File: src/hdl/spg_consts.svh
`ifndef SPG_CONSTS_SVH
`define SPG_CONSTS_SVH

// register bus
`define SPG_ADDR_W        8
`define SPG_DATA_W        32

// register byte offsets
`define SPG_OFS_LINE_SEL  8'h00
`define SPG_OFS_LINE_CFG  8'h04
`define SPG_OFS_DELAY     8'h08
`define SPG_OFS_WIDTH     8'h0c
`define SPG_OFS_STATUS    8'h10

// line configuration field positions
`define SPG_CFG_DIR_BIT     0
`define SPG_CFG_OUT_INV_BIT 1
`define SPG_CFG_SRC_SEL_BIT 2
`define SPG_CFG_SRC_INV_BIT 3

// status field positions
`define SPG_STS_ACT_LSB   0
`define SPG_STS_PIN_LSB   2

// field encodings
`define SPG_DIR_OUTPUT    1'b1
`define SPG_SRC_INTEG     1'b0
`define SPG_SRC_TRIG      1'b1
`define SPG_LINE_A        1'b0

// timing
`define SPG_CLK_PERIOD_NS 10
`define SPG_US_IN_NS      1000
`define SPG_CYC_PER_US    (`SPG_US_IN_NS / `SPG_CLK_PERIOD_NS)
`define SPG_PRE_W         7
`define SPG_US_W          16

// reset values
`define SPG_RST_SEL       1'b0
`define SPG_RST_DELAY     16'h0000
`define SPG_RST_WIDTH     16'h0000
`define SPG_RST_SRC_INV   1'b0
`define SPG_RST_OUT_INV_A 1'b0
`define SPG_RST_OUT_INV_B 1'b1

`endif

File: src/hdl/spg_pkg.sv
`include "spg_consts.svh"

package spg_pkg;

   typedef struct packed {
      logic src_inv;
      logic src_sel;
      logic out_inv;
   } spg_line_cfg_t;

   typedef struct packed {
      spg_line_cfg_t             cfg;
      logic [`SPG_US_W-1:0]      delay;
      logic [`SPG_US_W-1:0]      width;
   } spg_line_t;

   typedef enum logic [1:0] {
      SPG_IDLE   = 2'b00,
      SPG_WAIT   = 2'b01,
      SPG_ACTIVE = 2'b10
   } spg_state_t;

endpackage

File: src/hdl/spg_sync3.sv
`timescale 1ns/1ps
`include "spg_consts.svh"

module spg_sync3 (
   // clock and reset
   input  wire logic i_clk_sys,
   input  wire logic i_rst_n,
   // asynchronous level in, filtered level out
   input  wire logic i_async,
   output logic      o_level
);

   logic s1_reg;
   logic s2_reg;
   logic s3_reg;
   logic level_reg;
   logic level_next;

   // a change is taken only once the last two stages agree
   assign level_next = (s2_reg == s3_reg) ? s3_reg : level_reg;
   assign o_level    = level_reg;

   always_ff @(posedge i_clk_sys or negedge i_rst_n) begin
      if (!i_rst_n) begin
         s1_reg    <= 1'b0;
         s2_reg    <= 1'b0;
         s3_reg    <= 1'b0;
         level_reg <= 1'b0;
      end else begin
         s1_reg    <= i_async;
         s2_reg    <= s1_reg;
         s3_reg    <= s2_reg;
         level_reg <= level_next;
      end
   end

endmodule

File: src/hdl/spg_top.sv
// Behaviour
// a line selector register picks which of the two lines later config accesses reach.
// each line reports a direction setting, and output is the only direction it takes.
// a per-line output invert bit makes the driven line active low.
// a per-line source invert bit is applied to the source before the timing logic.
// a per-line source select picks integration-active or the hardware trigger input.
// each line waits a programmable whole number of microseconds before asserting.
// the delay starts at the source's active (rising) edge and ends at assertion.
// the two lines are timed fully independently, each with its own settings.
// after reset line a pulses high during integration and line b is its inverse.
// once asserted a line stays active a programmable number of microseconds.
`timescale 1ns/1ps
`include "spg_consts.svh"

module spg_top
   import spg_pkg::*;
(
   // clock and reset
   input  wire logic                   i_clk_sys,
   input  wire logic                   i_rst_n,
   // pulse sources
   input  wire logic                   i_integ_active,
   input  wire logic                   i_trig_in,
   // register port
   input  wire logic [`SPG_ADDR_W-1:0] i_addr,
   input  wire logic [`SPG_DATA_W-1:0] i_wr_data,
   input  wire logic                   i_wr_en,
   input  wire logic                   i_rd_en,
   output logic      [`SPG_DATA_W-1:0] o_rd_data,
   // pulse lines
   output logic                        o_pulse_line_a,
   output logic                        o_pulse_line_b
);

   localparam int NUM_LINES = 2;
   localparam logic [`SPG_PRE_W-1:0] PRE_LAST = `SPG_PRE_W'(`SPG_CYC_PER_US - 1);
   localparam logic [`SPG_PRE_W-1:0] PRE_ZERO = `SPG_PRE_W'(0);
   localparam logic [`SPG_US_W-1:0]  US_ZERO  = `SPG_US_W'(0);
   localparam logic [`SPG_US_W-1:0]  US_ONE   = `SPG_US_W'(1);

   // true when one more elapsed microsecond reaches the programmed limit
   function automatic logic us_hit(input logic [`SPG_US_W-1:0] cnt,
                                   input logic [`SPG_US_W-1:0] limit);
      us_hit = ((cnt + US_ONE) == limit);
   endfunction

   // ---------------------------------------------------------------
   // source synchronisers
   // ---------------------------------------------------------------
   logic integ_lvl;
   logic trig_lvl;

   spg_sync3 u_sync_integ (
      .i_clk_sys (i_clk_sys),
      .i_rst_n   (i_rst_n),
      .i_async   (i_integ_active),
      .o_level   (integ_lvl)
   );

   spg_sync3 u_sync_trig (
      .i_clk_sys (i_clk_sys),
      .i_rst_n   (i_rst_n),
      .i_async   (i_trig_in),
      .o_level   (trig_lvl)
   );

   // ---------------------------------------------------------------
   // register file
   // ---------------------------------------------------------------
   logic                   sel_reg;
   logic                   sel_next;
   spg_line_t              line_reg  [NUM_LINES];
   spg_line_t              line_next [NUM_LINES];
   logic [`SPG_DATA_W-1:0] rd_data_reg;
   logic [`SPG_DATA_W-1:0] rd_data_next;
   logic [`SPG_DATA_W-1:0] rd_mux;

   wire hit_sel    = (i_addr == `SPG_OFS_LINE_SEL);
   wire hit_cfg    = (i_addr == `SPG_OFS_LINE_CFG);
   wire hit_delay  = (i_addr == `SPG_OFS_DELAY);
   wire hit_width  = (i_addr == `SPG_OFS_WIDTH);
   wire hit_status = (i_addr == `SPG_OFS_STATUS);

   wire             wr_sel   = i_wr_en & hit_sel;
   wire             wr_cfg   = i_wr_en & hit_cfg;
   wire             wr_delay = i_wr_en & hit_delay;
   wire             wr_width = i_wr_en & hit_width;
   wire spg_line_t  cur_line = line_reg[sel_reg];

   // direction bit is not stored: writes to it are dropped
   wire spg_line_cfg_t wr_cfg_val = '{
      src_inv: i_wr_data[`SPG_CFG_SRC_INV_BIT],
      src_sel: i_wr_data[`SPG_CFG_SRC_SEL_BIT],
      out_inv: i_wr_data[`SPG_CFG_OUT_INV_BIT]
   };

   logic [`SPG_DATA_W-1:0] cfg_rd;
   logic [`SPG_DATA_W-1:0] status_rd;
   logic [NUM_LINES-1:0]   line_active;
   logic [NUM_LINES-1:0]   pin_reg;
   logic [NUM_LINES-1:0]   pin_next;

   always_comb begin
      cfg_rd                       = '0;
      cfg_rd[`SPG_CFG_DIR_BIT]     = `SPG_DIR_OUTPUT;
      cfg_rd[`SPG_CFG_OUT_INV_BIT] = cur_line.cfg.out_inv;
      cfg_rd[`SPG_CFG_SRC_SEL_BIT] = cur_line.cfg.src_sel;
      cfg_rd[`SPG_CFG_SRC_INV_BIT] = cur_line.cfg.src_inv;
   end

   always_comb begin
      status_rd = '0;
      status_rd[`SPG_STS_ACT_LSB +: NUM_LINES] = line_active;
      status_rd[`SPG_STS_PIN_LSB +: NUM_LINES] = pin_reg;
   end

   // unmapped addresses read as zero
   assign rd_mux = hit_sel    ? {{(`SPG_DATA_W-1){1'b0}}, sel_reg} :
                   hit_cfg    ? cfg_rd :
                   hit_delay  ? {{(`SPG_DATA_W-`SPG_US_W){1'b0}}, cur_line.delay} :
                   hit_width  ? {{(`SPG_DATA_W-`SPG_US_W){1'b0}}, cur_line.width} :
                   hit_status ? status_rd : '0;

   // read data stand only in the cycle after the strobe
   assign rd_data_next = i_rd_en ? rd_mux : '0;
   assign sel_next     = wr_sel ? i_wr_data[0] : sel_reg;

   always_comb begin
      for (int i = 0; i < NUM_LINES; i++) begin
         line_next[i] = line_reg[i];
         if (sel_reg == 1'(i)) begin
            if (wr_cfg) begin
               line_next[i].cfg = wr_cfg_val;
            end
            if (wr_delay) begin
               line_next[i].delay = i_wr_data[`SPG_US_W-1:0];
            end
            if (wr_width) begin
               line_next[i].width = i_wr_data[`SPG_US_W-1:0];
            end
         end
      end
   end

   always_ff @(posedge i_clk_sys or negedge i_rst_n) begin
      if (!i_rst_n) begin
         sel_reg     <= `SPG_RST_SEL;
         rd_data_reg <= '0;
      end else begin
         sel_reg     <= sel_next;
         rd_data_reg <= rd_data_next;
      end
   end

   // both lines reset to integration source, no delay, follow mode;
   // only the output polarity differs
   always_ff @(posedge i_clk_sys or negedge i_rst_n) begin
      if (!i_rst_n) begin
         for (int i = 0; i < NUM_LINES; i++) begin
            line_reg[i].cfg.src_inv <= `SPG_RST_SRC_INV;
            line_reg[i].cfg.src_sel <= `SPG_SRC_INTEG;
            line_reg[i].delay       <= `SPG_RST_DELAY;
            line_reg[i].width       <= `SPG_RST_WIDTH;
         end
         line_reg[0].cfg.out_inv <= `SPG_RST_OUT_INV_A;
         line_reg[1].cfg.out_inv <= `SPG_RST_OUT_INV_B;
      end else begin
         for (int i = 0; i < NUM_LINES; i++) begin
            line_reg[i] <= line_next[i];
         end
      end
   end

   // ---------------------------------------------------------------
   // per-line timing engines
   // ---------------------------------------------------------------
   for (genvar g = 0; g < NUM_LINES; g++) begin : g_line
      spg_state_t              state_reg;
      spg_state_t              state_next;
      logic [`SPG_PRE_W-1:0]   pre_reg;
      logic [`SPG_PRE_W-1:0]   pre_next;
      logic [`SPG_US_W-1:0]    cnt_reg;
      logic [`SPG_US_W-1:0]    cnt_next;
      logic                    src_prev_reg;

      wire src_raw  = (line_reg[g].cfg.src_sel == `SPG_SRC_TRIG) ? trig_lvl
                                                                 : integ_lvl;
      wire src_act  = src_raw ^ line_reg[g].cfg.src_inv;
      wire src_rise = src_act & ~src_prev_reg;
      wire us_done  = (pre_reg == PRE_LAST);
      wire follow   = (line_reg[g].width == US_ZERO);

      // prescaler restarts at the edge, so each delay is whole microseconds
      always_comb begin
         state_next = state_reg;
         pre_next   = (pre_reg == PRE_LAST) ? PRE_ZERO : pre_reg + `SPG_PRE_W'(1);
         cnt_next   = us_done ? cnt_reg + US_ONE : cnt_reg;
         unique case (state_reg)
            SPG_IDLE: begin
               pre_next = PRE_ZERO;
               cnt_next = US_ZERO;
               if (src_rise) begin
                  state_next = (line_reg[g].delay == US_ZERO) ? SPG_ACTIVE
                                                              : SPG_WAIT;
               end
            end
            SPG_WAIT: begin
               if (us_done && us_hit(cnt_reg, line_reg[g].delay)) begin
                  state_next = SPG_ACTIVE;
                  pre_next   = PRE_ZERO;
                  cnt_next   = US_ZERO;
               end
            end
            SPG_ACTIVE: begin
               if (follow) begin
                  if (!src_act) begin
                     state_next = SPG_IDLE;
                  end
               end else if (us_done && us_hit(cnt_reg, line_reg[g].width)) begin
                  state_next = SPG_IDLE;
               end
            end
            default: begin
               state_next = SPG_IDLE;
            end
         endcase
      end

      assign line_active[g] = (state_reg == SPG_ACTIVE);
      assign pin_next[g]    = (state_next == SPG_ACTIVE) ^ line_reg[g].cfg.out_inv;

      always_ff @(posedge i_clk_sys or negedge i_rst_n) begin
         if (!i_rst_n) begin
            state_reg    <= SPG_IDLE;
            pre_reg      <= PRE_ZERO;
            cnt_reg      <= US_ZERO;
            src_prev_reg <= 1'b0;
         end else begin
            state_reg    <= state_next;
            pre_reg      <= pre_next;
            cnt_reg      <= cnt_next;
            src_prev_reg <= src_act;
         end
      end
   end

   // line b idles high after reset, the inverse of line a
   always_ff @(posedge i_clk_sys or negedge i_rst_n) begin
      if (!i_rst_n) begin
         pin_reg <= {`SPG_RST_OUT_INV_B, `SPG_RST_OUT_INV_A};
      end else begin
         pin_reg <= pin_next;
      end
   end

   assign o_rd_data      = rd_data_reg;
   assign o_pulse_line_a = pin_reg[0];
   assign o_pulse_line_b = pin_reg[1];

endmodule

File: config.mk
export PLATFORM = sky130hd
export DESIGN_NAME = spg_top
export DESIGN_NICKNAME = d
export VERILOG_FILES = /design/src/hdl/spg_pkg.sv /design/src/hdl/spg_sync3.sv /design/src/hdl/spg_top.sv
export VERILOG_INCLUDE_DIRS = /design/src /design/src/hdl
export SDC_FILE = /design/constraint.sdc
export NUM_CORES = 1
export LEC_CHECK = 0
export BUFFER_PORTS_ARGS = -buffer_cell sky130_fd_sc_hd__buf_2
export CORE_MARGIN = 8
export CORE_UTILIZATION = 44
export CTS_CLUSTER_SIZE = 8
export DETAILED_ROUTE_END_ITERATION = 16
export GPL_TIMING_DRIVEN = 0
export MAX_ROUTING_LAYER = met4
export PLACE_DENSITY = 0.68
export SLEW_MARGIN = 15
export SYNTH_ARGS = -nofsm -noshare
export SYNTH_HDL_FRONTEND = slang
export SYNTH_SLANG_ARGS = --single-unit
File: constraint.sdc
create_clock -name i_clk_sys -period 3 [get_ports i_clk_sys]
set_input_delay 0.6 -clock i_clk_sys [delete_from_list [all_inputs] [get_ports i_clk_sys]]
set_output_delay 0.6 -clock i_clk_sys [all_outputs]
set_load 0.01 [all_outputs]
### After elaboration in Yosys (flattened, before gate mapping)

Cells that the tools add are included.

| word-level totals | value |
|---|---|
| word-level logic and storage cells | 120 |
| output and inout bits | 34 |
| register bits after elaboration | 149 |

| operators by class | value |
|---|---|
| bitwise operators | 14 |
| magnitude comparators | 1 |
| eq/ne operators | 18 |
| $add $sub $neg | 4 |
| reductions and logical operators | 17 |
| muxes and demuxes | 37 |

Operators by type and width:

| operator | count |
|---|---|
| two-way mux 16 bit | 9 |
| two-way mux 35 bit | 3 |
| == test 16 bit | 4 |
| zero test 16 bit | 4 |
| one-hot mux 16 bit (2 select lines) | 2 |
| adder 16 x 1 -> 16 bit, second input constant | 2 |
| two-way mux 7 bit | 4 |
| one-hot mux 7 bit (2 select lines) | 2 |
| two-way mux 2 bit | 12 |
| == test 8 x 4 -> 1 bit, second input constant | 2 |
| adder 7 x 1 -> 7 bit, second input constant | 2 |
| == test 7 bit, second input constant | 2 |
| one-hot mux 2 bit (3 select lines) | 2 |
| AND reduction 2 bit | 6 |
| == test 2 bit, second input constant | 4 |
| == test 8 x 3 -> 1 bit, second input constant | 1 |
| == test 8 x 5 -> 1 bit, second input constant | 1 |
| zero test 8 bit | 1 |
| AND 1 bit | 6 |
| == test 2 x 1 -> 1 bit, second input constant | 2 |
| logical AND 1 bit | 4 |
| zero test 2 bit | 2 |
| two-way mux 4 bit | 1 |
| XOR 1 bit | 4 |
| other kinds (5) | 9 |

### Depth between registers and ports, before layout

Gate-level depths: netlist of the first run.

| depth | value |
|---|---|
| depth in word-level cells | 9 |
| mapped depth | 11 |
| mapped depth without buffers | 9 |

### Hierarchy

A second synthesis of the first run with hierarchy kept.

| second synthesis, totals | value |
|---|---|
| cells, all modules | 829 |
| area total of the unflattened synthesis | 8618.3 um^2 |

Modules (own cells, without submodules):

| module | times used | area an instance (um^2) | cells each |
|---|---|---|---|
| spg_top | 1 | 8395.6 | 819 |
| spg_sync3 | 2 | 111.4 | 5 |

### Worst setup path after synthesis of the first run

Ideal clock, no wire load.

| path | value |
|---|---|
| path type | reg-to-reg |
| from | register g_line[1].cnt_reg[1] |
| to | register g_line[1].cnt_reg[4] |
| slack | 0.427 ns |
| setup time | 0.119 ns |
| buffers on the path | 1 |
| cell stages (with the launch flop) | 11 |
| data arrival time | 2.454 ns |
| required time | 2.881 ns |
| path through | dfrtp_1 ha_1 nand3_2 nor4_4 xor2_1 o21a_1 nor4_1 nand4_1 a21oi_4 buf_6 nor2_1 |

| on the way | value |
|---|---|
| longest elaborated chain between the ends | 5 |

RTL lines:

| what | line | source |
|---|---|---|
| start: declaration | spg_top.sv:182 | `` logic [`SPG_US_W-1:0] cnt_reg; `` |
| start signal: assignment | spg_top.sv:241 | `cnt_reg <= cnt_next;` |
| adder 16 x 1 -> 16 bit (*) | spg_top.sv:44, spg_top.sv:197 |  |
| == test 16 bit | spg_top.sv:44 | `us_hit = ((cnt + US_ONE) == limit);` |
| logical AND 1 bit | spg_top.sv:208 | `if (us_done && us_hit(cnt_reg, line_reg[g].delay)) begin` |
| two-way mux 16 bit | spg_top.sv:208 |  |
| one-hot mux 16 bit (2 select lines) (*) | spg_top.sv:198 | `unique case (state_reg)` |
| net g_line[1].cnt_next[4] | spg_top.sv:183 | `` logic [`SPG_US_W-1:0] cnt_next; `` |

Mark *: on every way through the listed nets, which the timed path passes. The rest lies on a longest branch.
A chain may end at the register's enable or synchronous reset.

### Final worst setup path of the first run

| path | value |
|---|---|
| from | register g_line[1].cnt_reg[4] |
| to | register g_line[1].cnt_reg[0] |

| on the way | value |
|---|---|
| longest elaborated chain between the ends | 5 |

RTL lines:

| what | line |
|---|---|
| adder 16 x 1 -> 16 bit | spg_top.sv:44 |
| == test 16 bit | spg_top.sv:44 |
| logical AND 1 bit | spg_top.sv:208 |
| two-way mux 16 bit | spg_top.sv:208 |
| one-hot mux 16 bit (2 select lines) | spg_top.sv:198 |
| net g_line[1].cnt_next[0] | spg_top.sv:183 |

The timed path passes the listed nets, and every way through them passes these cells.

==> results by group, run 1 <==
Status
  • Outcome: completed

Final layout
  • Most common cell after layout, fill and taps aside: dfrtp_1
  • Commonest non-fill, non-tap cells in the layout: 147 x dfrtp_1, 102 x nor2_1, 76 x xnor2_1, 75 x mux2_2, 56 x nand2_1
  • Syn-to-layout area delta: 16.9%
  • Largest register FFs: 70
  • Final Util: 51.7%
  • Design Area, Final: 10,300 um^2
  • # nets final: 1,013
  • Ant. Diodes: 0
  • Share of cells above drive strength 1: 24.5%

Timing
  • Slew Viols, Final: 0
  • Slew @ Worst Pin: 0.775 ns
  • Final setup vio count: 0
  • Clk_skew: 0.00815 ns
  • Min cycle time layout: 2.91 ns
  • Fmax: 344 MHz
  • Setup_tns: 0 ns
  • Final Cycle Share: 97.0%
  • Slew margin rel.: 48.3%
  • Final hold vios: 0

Logic synthesis
  • Post-synth ARST share: 100%
  • Area share of and/or/nand/nor cells after synthesis: 19.0%
  • Yosys warns: 0
  • Adder-Cell Fraction of Synth Area: 0.793%
  • Main synth FF type: dfrtp_1
  • Synth Area in XOR/XNOR: 11.5%
  • Mux contribution to synthesized area: 13.5%
  • Main combinational cell family by area after synthesis: simple AND/OR/NAND/NOR gates
  • Mean Syn Cell Area: 10.1 um^2
  • Synthesized cell area: 8830 um^2
  • Post-Synthesis Cells: 872
  • Number of flops mapped to enable cells by yosys: 0
  • Yosys cell types: 68
  • Compound-Gate Fraction of Synth Area: 8.33%
  • Yosys reg bits: 149
  • Sequential fraction of the synthesis area: 42.2%

Worst setup path
  • Type of origin of the critical path: register
  • Worst reg2reg setup slack: 0.09 ns
  • WS Path Type: register to register
  • Crit path cell chain: buf_1, nand2_1, xor2_1, mux2_2, nor4_2, nand4_1, a21oi_4, buf_6, nor2_1
  • Crit path capture type: register
  • Slowest CP cell: dfrtp_1
  • R2r worst-path depth: 9
  • Buffers plus inverters on the worst setup path: 2
  • Worst reg2reg path startpoint: g_line[1].cnt_reg[4]
  • Crit path required time: 3.31 ns
  • Crit-path leading delay family: simple AND/OR/NAND/NOR gates
  • Peak fanout along the critical path: 10
  • Reg2reg end: g_line[1].cnt_reg[0]
  • Worst endpoint data arrival time: 3.22 ns
  • CP max stage delay: 0.40 ns

CTS
  • Clk_lat worst skew: 0.42 ns
  • CTS clock-pin slew for the worst setup and hold paths: 0.06 ns
  • Num Clock Sinks: 149
  • Clock Tree Buf Depth: 2
  • Root Buffer: clkbuf_16
  • Number of CTS-inserted buffers: 17
  • H-Tree Depth: 4
  • Post-CTS Hold Buffers: 0
  • TritonCTS clock tree: built

Hold path
  • Tightest Hold Check Type: input port to async pin

Global route
  • Remaining Overflow, GRT: 0
  • Total track usage: 19.9%
  • First-pass GRT wire length: 37,400 um
  • Antenna violations before repair: 0
  • Largest net degree at the start of global routing: 102
  • Number of global-route vias before repair: 6,866

Detailed routing
  • First-pass iteration count of the detailed router: 5
  • DR iter-0 viols: 607
  • DRT Wirelength: 23,300 um
  • DR vias/cell: 5.69
  • Wire per inst: 18.7 um
  • Via count: 7,094
  • DRT antenna net count: 0
  • DR DRC count: 0

Pwr
  • Pleak: 4.51 nW
  • PwrDens: 482 nW/um^2
  • Worst vdd ir: 0.402 mV

Floorplan
  • Die Y: 158 um
  • Die X: 158 um
  • Starting Density: 44.2%
  • FP Rows: 52
  • Total core area: 20,000 um^2
  • Die area: 24,900 um^2
  • I/O Pins: 80

Placement
  • Placed Area: 9490 um^2
  • Port bufs: 45
  • Routability cong.: 0.952
  • HPWL after detailed placement: 17,000 um

Run
  • Max Cap Viol: 0
[Yosys cell counts (14+ instances only)]
cell,number,area [um^2]
dfrtp_1,147,3680
nor2_1,105,394
xnor2_1,77,674
mux2_2,75,845
nand2_1,56,210
mux2i_1,35,350
xor2_1,34,298
nor4_1,31,194
buf_4,27,203
nand3_1,26,130
clkbuf_1,22,82.6
nand4_1,19,119
nor3_1,16,80.1
o21ai_0,16,80.1
a21oi_1,14,70.1
[layer usage]
| metal | share of wire (%) | up-vias | global-route usage (%) | routed length, um |
|---|---|---|---|---|
| li1 | - | 3277 | - | - |
| met1 | 47 | 3510 | 27.7 | 11100 |
| met2 | 44 | 262 | 28.6 | 10400 |
| met3 | 5.9 | 45 | 3.19 | 1390 |
| met4 | 2.3 | 0 | 7.57 | 538 |
| met5 | 0 | - | - | 0 |
[how the worst max path moves through the flow]
stage,startpoint,endpoint,slack [ns],cells after the start
detailed placement,i_addr[5],line_reg[6],-0.35,6
finish,g_line[1].cnt_reg[4],g_line[1].cnt_reg[0],0.09,9
floorplan,g_line[1].cnt_reg[1],g_line[1].cnt_reg[4],0.43,10
global placement,i_rst_n,g_line[1].cnt_reg[11],-0.89,1
CTS,g_line[1].pre_reg[0],g_line[1].cnt_reg[0],0.01,10
global route,g_line[1].cnt_reg[4],g_line[1].cnt_reg[6],-0.009,9
[cells by family (layout without fill, tap and decap cells)]
logic type      count (synthesis)  after routing
simple gates                  316            316
flops                         149            149
xor+xnor                      113            113
mux                           110            110
compound gates                103            103
buf+inv                        74            163
fa+ha+maj                       6              6
other cells                     1             16
[final cells by class]
class | instances | area, um^2
plain buffers | 63 | 368
inverters | 10 | 37.5
fillers | 1809 | 9650
flip-flops and latches | 149 | 3730
clock inverters | 11 | 128
multi-input cells | 664 | 4920
clock buffers | 21 | 450
well taps | 270 | 338
repair buffers | 58 | 357
[stage by stage]
| step | hold slack, ns | std cells | worst slack, ns | total power, mW |
|---|---|---|---|---|
| after global placement | 0.333 | 1202 | -0.885 | 2.85 |
| after floorplan | 0.304 | 887 | 0.427 | 2.65 |
| final | 0.0778 | 1246 | 0.0903 | 4.97 |
| after detailed placement | 0.337 | 1203 | -0.353 | 2.87 |
| after global routing | 0.104 | 1246 | -0.00916 | 5.19 |
| after CTS | 0.0817 | 1240 | 0.00970 | 4.98 |
[power breakdown]
group | switching [mW] | internal (mW) | leakage, nW
clock | 0.848 | 1.25 | 0.274
sequential | 0.138 | 2.13 | 2.00
combinational | 0.338 | 0.267 | 2.23
[repair_timing]
action | CTS | global route
setup buffers | 5 | 6
setup endpoints to repair | 29 | 54
cloned | 0 | 1
pin swaps | 3 | 6
resized for setup | 8 | 27
endpoints found under the hold margin | 0 | 0
Note: power is estimated with default switching activity, not from simulation.
==> run 2: changes to the inputs <==
--- a/config.mk
+++ b/config.mk
@@ -8,12 +8,13 @@
 export LEC_CHECK = 0
 export BUFFER_PORTS_ARGS = -buffer_cell sky130_fd_sc_hd__buf_2
 export CORE_MARGIN = 8
-export CORE_UTILIZATION = 44
+export CORE_UTILIZATION = 28
 export CTS_CLUSTER_SIZE = 8
 export DETAILED_ROUTE_END_ITERATION = 16
 export GPL_TIMING_DRIVEN = 0
 export MAX_ROUTING_LAYER = met4
-export PLACE_DENSITY = 0.68
+export PLACE_DENSITY = 0.5
+export SETUP_SLACK_MARGIN = 0.3
 export SLEW_MARGIN = 15
 export SYNTH_ARGS = -nofsm -noshare
 export SYNTH_HDL_FRONTEND = slang
==> run 2 against run 1 <==
  * Cell area increased by 7.5%
  * Flip-flop and latch count did not move
  * Clock skew grew 0.0060 ns
  * Non-clock buffer count increased by 40
  * Critical endpoint is now g_line[1].cnt_reg[10]
==> results by group, run 2 (synthesis gave the netlist of run 1 again) <==
Worst setup path
  • Buffers plus inverters on the worst setup path: 3 (was 2)
  • Crit-path leading delay family: simple AND/OR/NAND/NOR gates (unchanged)
  • Worst reg2reg setup slack: 0.27 ns (was 0.09 ns)
  • WS Path Type: register to register (unchanged)
  • Worst reg2reg path startpoint: g_line[1].cnt_reg[0] (was g_line[1].cnt_reg[4])
  • Type of origin of the critical path: register (unchanged)
  • Crit path cell chain: buf_4, ha_4, nand3_4, nor4_4, xor2_1, o21a_1, nor4_2, nand4_1, buf_4, a21oi_4, buf_6, nor2_1 (was buf_1, nand2_1, xor2_1, mux2_2, nor4_2, nand4_1, a21oi_4, buf_6, nor2_1)
  • Peak fanout along the critical path: 10 (unchanged)
  • R2r worst-path depth: 12 (was 9)
  • CP dominant cell by count: buf_4
  • CP max stage delay: 0.47 ns (was 0.40 ns)
  • Crit path required time: 3.32 ns (was 3.31 ns)
  • Slowest CP cell: nor4_4 (was dfrtp_1)
  • Reg2reg end: g_line[1].cnt_reg[10] (was g_line[1].cnt_reg[0])
  • Worst endpoint data arrival time: 3.05 ns (was 3.22 ns)
  • Crit path capture type: register (unchanged)

Global route
  • Remaining Overflow, GRT: 0 (unchanged)
  • Total track usage: 13.9% (was 19.9%)
  • Antenna violations before repair: 0 (unchanged)
  • First-pass GRT wire length: 40,500 um (was 37,400 um)
  • Largest net degree at the start of global routing: 79 (was 102)
  • Number of global-route vias before repair: 6,951 (was 6,866)

Final layout
  • Share of cells above drive strength 1: 30.2% (was 24.5%)
  • # nets final: 1,053 (was 1,013)
  • Area of the multi-input gates: 5100 um^2 (was 4920 um^2)
  • Largest register FFs: 70 (unchanged)
  • Ant. Diodes: 0 (unchanged)
  • Syn-to-layout area delta: 25.6% (was 16.9%)
  • Commonest non-fill, non-tap cells in the layout: 145 x dfrtp_1, 100 x nor2_1, 75 x mux2_2, 73 x xnor2_1, 67 x buf_4 (was 147 x dfrtp_1, 102 x nor2_1, 76 x xnor2_1, 75 x mux2_2, 56 x nand2_1)
  • FF/Latch Area: 3730 um^2 (about the same)
  • FILL cells: 3,129 (was 1,809)
  • Most common cell after layout, fill and taps aside: dfrtp_1 (unchanged)

Floorplan
  • Total core area: 31,300 um^2 (was 20,000 um^2)
  • Starting Density: 28.2% (was 44.2%)
  • Die Y: 194 um (was 158 um)
  • FP Rows: 65 (was 52)
  • I/O Pins: 80 (unchanged)
  • Die X: 194 um (was 158 um)
  • Die area: 37,500 um^2 (was 24,900 um^2)

Pwr
  • Pleak: 4.81 nW (was 4.51 nW)
  • Worst vdd ir: 0.351 mV (was 0.402 mV)
  • PnR Total Power: 5.14 mW (was 4.97 mW)
  • PwrDens: 463 nW/um^2 (was 482 nW/um^2)

Detailed routing
  • DRT Wirelength: 25,500 um (was 23,300 um)
  • Via count: 7,055 (was 7,094)
  • DR DRC count: 0 (unchanged)
  • DR iter-0 viols: 443 (was 607)
  • DR vias/cell: 4.98 (was 5.69)
  • Wire per inst: 18.0 um (was 18.7 um)
  • DRT antenna net count: 0 (unchanged)
  • First-pass iteration count of the detailed router: 5 (unchanged)

Timing
  • RSZ-0062 raised after global routing: true
  • Slew Viols, Final: 0 (unchanged)
  • Final hold vios: 0 (unchanged)
  • Min cycle time layout: 2.73 ns (was 2.91 ns)
  • Final setup vio count: 0 (unchanged)
  • Final Cycle Share: 90.9% (was 97.0%)
  • Slew margin rel.: 44.6% (was 48.3%)
  • Fmax: 367 MHz (was 344 MHz)
  • Clk_skew: 0.0142 ns (was 0.00815 ns)
  • Worst hold slack: 0.129 ns (was 0.0778 ns)
  • Slew @ Worst Pin: 0.831 ns (was 0.775 ns)

Run
  • Max Cap Viol: 0 (unchanged)

CTS
  • Clock Tree Buf Depth: 2 (unchanged)
  • Clk_lat worst skew: 0.44 ns (was 0.42 ns)
  • Post-CTS Hold Buffers: 0 (unchanged)
  • H-Tree Depth: 4 (unchanged)
  • Root Buffer: clkbuf_16 (unchanged)
  • TritonCTS clock tree: built (unchanged)
  • Number of CTS-inserted buffers: 17 (unchanged)
  • CTS clock-pin slew for the worst setup and hold paths: 0.08 ns (was 0.06 ns)
  • Num Clock Sinks: 149 (unchanged)

Placement
  • Routability cong.: 0.860 (was 0.952)
  • HPWL after detailed placement: 18,700 um (was 17,000 um)
  • Port bufs: 45 (unchanged)

Status
  • Outcome: completed (unchanged)

Hold path
  • Tightest Hold Check Type: input port to async pin (unchanged)
==> run 2: cell count changes in the layout (fill, tap and decap cells not counted), moves of 3 or more <==
cell and change:
clkinv_8 +4, clkinvlp_4 -3, nor4_2 +4, buf_6 +11, inv_8 +6, inv_6 +3, a2111oi_0 -4, nor4_1 -4
a2111oi_2 +3, xnor2_1 -3, xnor2_2 +3, buf_4 +28, clkbuf_1 -6
==> run 2: cell type report <==
class / instances / area share, %
sequential: 149 / 33.6
clock inverter: 15 / 1.59
timing repair buffer: 97 / 6.12
multi-input combinational: 664 / 46.0
tap: 402 / 4.53
buffer: 64 / 3.96
inverter: 10 / 0.338
clock buffer: 17 / 3.83
==> run 2: worst register-to-register path, delay by kind of cell (launching register included) <==
kind / cells / cell delay [ns]
buffers and inverters: 3 / 0.48
adder cells (fa/ha/maj): 1 / 0.17
flip-flops: 1 / 0.37
XOR/XNOR: 1 / 0.14
AO/OA/AOI/OAI: 2 / 0.43
AND/OR/NAND/NOR: 5 / 1.05
==> run 2: where the power goes <==
group	total [mW]	internal (mW)	switching [mW]
Sequential	2.29	2.13	0.156
Combinational	0.681	0.321	0.360
Clock	2.17	1.13	1.04
==> run 2: routing by layer <==
layer | up-vias | routed length, um | track usage (%)
met5 | - | 0 | -
met2 | 158 | 11100 | 20.0
met3 | 18 | 1020 | 2.55
met1 | 3520 | 13100 | 19.9
li1 | 3359 | - | -
met4 | 0 | 293 | 3.42
==> run 2: timing repair <==
action,4_1_cts,5_1_grt
resized for setup,44,54
endpoints found under the setup margin,75,73
pin swaps,17,19
cloned,0,1
hold endpoints to repair,0,0
setup buffers,12,38
==> run 2: through the flow <==
| step | util, % | TNS (ns) | cell area (um^2) | instances | worst slack, ns |
|---|---|---|---|---|---|
| after global routing | 35.4 | 0 | 11100 | 1418 | 0.0628 |
| after floorplan | - | 0 | 8890 | 887 | 0.427 |
| after CTS | 33.8 | 0 | 10600 | 1379 | 0.301 |
| after global placement | 30.7 | -167.67 | 9620 | 1334 | -1.06 |
| final | 35.4 | 0 | 11100 | 1418 | 0.272 |
| after detailed placement | 30.8 | -16.17 | 9660 | 1335 | -0.406 |
==> run 2: worst max path at each step <==
stage	start	to	slack (ns)	cells past startpoint
floorplan	g_line[1].cnt_reg[1]	g_line[1].cnt_reg[4]	0.43	10
global placement	i_rst_n	g_line[1].cnt_reg[12]	-1.06	1
detailed placement	i_addr[5]	line_reg[3]	-0.41	6
CTS	g_line[1].cnt_reg[0]	g_line[1].state_reg[1]	0.30	9
global route	g_line[1].cnt_reg[0]	g_line[1].cnt_reg[10]	0.06	12
finish	g_line[1].cnt_reg[0]	g_line[1].cnt_reg[10]	0.27	12
==> run 3: changes to the inputs <==
--- a/config.mk
+++ b/config.mk
@@ -7,13 +7,14 @@
 export NUM_CORES = 1
 export LEC_CHECK = 0
 export BUFFER_PORTS_ARGS = -buffer_cell sky130_fd_sc_hd__buf_2
-export CORE_MARGIN = 8
+export CORE_MARGIN = 4
 export CORE_UTILIZATION = 28
 export CTS_CLUSTER_SIZE = 8
 export DETAILED_ROUTE_END_ITERATION = 16
 export GPL_TIMING_DRIVEN = 0
 export MAX_ROUTING_LAYER = met4
 export PLACE_DENSITY = 0.5
+export RECOVER_POWER = 100
 export SETUP_SLACK_MARGIN = 0.3
 export SLEW_MARGIN = 15
 export SYNTH_ARGS = -nofsm -noshare
==> run 3 against run 2 <==
  * The flow now finishes with violations (capacitance limit, slew limit)
  * Sequential share of layout area is 0.23 points higher
  * Sequential power about the same
  * Via count decreased by 1.2%
  * Clock skew fell by 0.0052 ns
  * Combinational power up 7.0%
  * Flip-flop and latch count unchanged
  * Non-clock buffer count decreased by 14
  * Cell area down 0.62%
  * Cell count decreased by 1.4%
  * Die area down 8.1%
  * Largest cell class unchanged
==> results by group, run 3 (synthesis gave the netlist of run 1 again) <==
Worst setup path
  • Crit path cell chain: buf_2, nand4_4, nor4_1, xnor2_2, xnor2_1, o41ai_4, and2_4, buf_12, clkbuf_16, nor2_2 (was buf_4, ha_4, nand3_4, nor4_4, xor2_1, o21a_1, nor4_2, nand4_1, buf_4, a21oi_4, buf_6, nor2_1)
  • Slowest CP cell: nor4_1 (was nor4_4)
  • WS Path Type: register to register (unchanged)
  • Crit path required time: 3.32 ns (about the same)
  • Type of origin of the critical path: register (unchanged)
  • Worst endpoint data arrival time: 3.07 ns (was 3.05 ns)
  • Crit path capture type: register (unchanged)
  • CP max stage delay: 0.51 ns (was 0.47 ns)
  • Peak fanout along the critical path: 7 (was 10)
  • Crit-path leading delay family: simple AND/OR/NAND/NOR gates (unchanged)
  • Buffers plus inverters on the worst setup path: 3 (unchanged)

Floorplan
  • Starting Density: 28.7% (was 28.2%)
  • FP Rows: 64 (was 65)
  • Total core area: 30,800 um^2 (was 31,300 um^2)
  • I/O Pins: 80 (unchanged)
  • Die Y: 186 um (was 194 um)
  • Die area: 34,500 um^2 (was 37,500 um^2)
  • Die X: 186 um (was 194 um)

Timing
  • Final hold vios: 0 (unchanged)
  • Clk_skew: 0.00900 ns (was 0.0142 ns)
  • Slew @ Worst Pin: 2.11 ns (was 0.831 ns)
  • Slew Viols, Final: 81 (was 0)
  • Slew margin rel.: -40.4% (was 44.6%)
  • Final Cycle Share: 91.5% (was 90.9%)
  • Worst hold slack: 0.264 ns (was 0.129 ns)
  • Final WS setup: 0.256 ns (was 0.272 ns)
  • Min cycle time layout: 2.74 ns (was 2.73 ns)
  • Final setup vio count: 0 (unchanged)
  • RSZ-0062 raised after global routing: true (unchanged)
  • Fmax: 364 MHz (was 367 MHz)

Global route
  • Antenna violations before repair: 0 (unchanged)
  • Number of global-route vias before repair: 6,980 (was 6,951)
  • Total track usage: 15.5% (was 13.9%)
  • First-pass GRT wire length: 40,400 um (was 40,500 um)
  • Largest net degree at the start of global routing: 82 (was 79)
  • Remaining Overflow, GRT: 0 (unchanged)

Pwr
  • Worst vdd ir: 0.305 mV (was 0.351 mV)
  • Pint: 3.62 mW (was 3.58 mW)
  • Sequential power share: 44.2% (was 44.5%)
  • Sw frac: 30.1% (was 30.3%)
  • Combinational fraction of design power: 14.1% (was 13.2%)
  • Pleak: 4.67 nW (was 4.81 nW)
  • Sw power: 1.56 mW (was 1.55 mW)
  • Power share of the clock group: 41.7% (was 42.2%)
  • PwrDens: 469 nW/um^2 (was 463 nW/um^2)

Detailed routing
  • DR vias/cell: 4.99 (was 4.98)
  • First-pass iteration count of the detailed router: 7 (was 5)
  • Via count: 6,970 (was 7,055)
  • DR DRC count: 0 (unchanged)
  • DRT Wirelength: 25,300 um (was 25,500 um)
  • DR iter-0 viols: 503 (was 443)
  • Wire per inst: 18.1 um (was 18.0 um)
  • DRT antenna net count: 0 (unchanged)

Final layout
  • FILL cells: 3,121 (was 3,129)
  • Share of cells above drive strength 1: 27.9% (was 30.2%)
  • Design Area, Final: 11,000 um^2 (was 11,100 um^2)
  • Largest register FFs: 70 (unchanged)
  • Most common cell after layout, fill and taps aside: dfrtp_1 (unchanged)
  • Commonest non-fill, non-tap cells in the layout: 143 x dfrtp_1, 97 x nor2_1, 75 x mux2_2, 72 x xnor2_1, 55 x nand2_1 (was 145 x dfrtp_1, 100 x nor2_1, 75 x mux2_2, 73 x xnor2_1, 67 x buf_4)
  • # nets final: 1,039 (was 1,053)
  • Ant. Diodes: 0 (unchanged)
  • Syn-to-layout area delta: 24.9% (was 25.6%)

CTS
  • Clk_lat worst skew: 0.43 ns (was 0.44 ns)
  • TritonCTS clock tree: built (unchanged)
  • Num Clock Sinks: 149 (unchanged)
  • Root Buffer: clkbuf_16 (unchanged)
  • CTS clock-pin slew for the worst setup and hold paths: 0.07 ns (was 0.08 ns)
  • Number of CTS-inserted buffers: 17 (unchanged)
  • Clock Tree Buf Depth: 2 (unchanged)
  • H-Tree Depth: 4 (unchanged)

Placement
  • Routability cong.: 0.872 (was 0.860)
  • HPWL after detailed placement: 18,600 um (was 18,700 um)
  • Port bufs: 45 (unchanged)
  • DP Worst Slack: -0.488 ns (was -0.406 ns)
  • Placed Area: 9650 um^2 (was 9660 um^2)

Status
  • Failing checks: capacitance limit, slew limit
  • Outcome: finished with violations (was completed)

Run
  • Max Cap Viol: 1 (was 0)

Hold path
  • Tightest Hold Check Type: input port to register (was input port to async pin)
run 3: stage by stage:
| stage | power (mW) | setup TNS, ns | cells | util [%] |
|---|---|---|---|---|
| floorplan | 2.65 | 0 | 887 | - |
| global placement | 2.87 | -165.40 | 1328 | 31.2 |
| detailed placement | 2.89 | -17.06 | 1329 | 31.3 |
| CTS | 5.13 | 0 | 1375 | 34.4 |
| global route | 5.44 | 0 | 1398 | 35.8 |
| finish | 5.18 | 0 | 1398 | 35.8 |
run 3: power by group through the flow:
stage               logic, mW  registers [mW]  clock network [mW]
floorplan               0.380            2.27                   0
global placement        0.569            2.30                   0
detailed placement      0.584            2.30                   0
CTS                     0.628            2.27                2.23
global route            0.810            2.31                2.32
finish                  0.729            2.29                2.16
run 3: final timing paths:
kind	cells after the start	to	start	slack [ns]
max reg2reg	10	g_line[0].cnt_reg[13]	g_line[0].cnt_reg[11]	0.26
max in group asynchronous	1	g_line[1].cnt_reg[1]	i_rst_n	0.84
min reg2reg	0	u_sync_trig.s2_reg	u_sync_trig.s1_reg	0.35
min	1	u_sync_integ.s1_reg	i_integ_active	0.26
max	10	g_line[0].cnt_reg[13]	g_line[0].cnt_reg[11]	0.26
min in group asynchronous	1	g_line[0].pre_reg[2]	i_rst_n	0.77
run 3: layer usage:
metal | share of wire, % | GRT usage [%] | up-vias | routed length [um]
met1 | 51 | 22.9 | 3459 | 13000
met2 | 43 | 22.3 | 157 | 10900
li1 | - | - | 3331 | -
met4 | 1.3 | 3.61 | 0 | 337
met5 | 0 | - | - | 0
met3 | 4.0 | 2.52 | 23 | 1020
run 3: what timing repair did:
| item | 4_1_cts | 5_1_grt |
|---|---|---|
| hold buffers | 0 | 0 |
| setup endpoints to repair | 75 | 76 |
| endpoints found under the hold margin | 0 | 0 |
| resized for setup | 51 | 77 |
| setup buffers | 13 | 22 |
| pin swaps | 18 | 34 |
| cloned | 1 | 1 |
run 3: cell type report:
class	count	area (um^2)	area share (%)
Multi-Input combinational cell	664	5130	46.5
Sequential cell	149	3740	33.9
Timing Repair Buffer	83	559	5.07
Tap cell	396	495	4.49
Buffer	64	460	4.17
Clock buffer	17	425	3.86
Clock inverter	15	184	1.67
Inverter	10	37.5	0.340
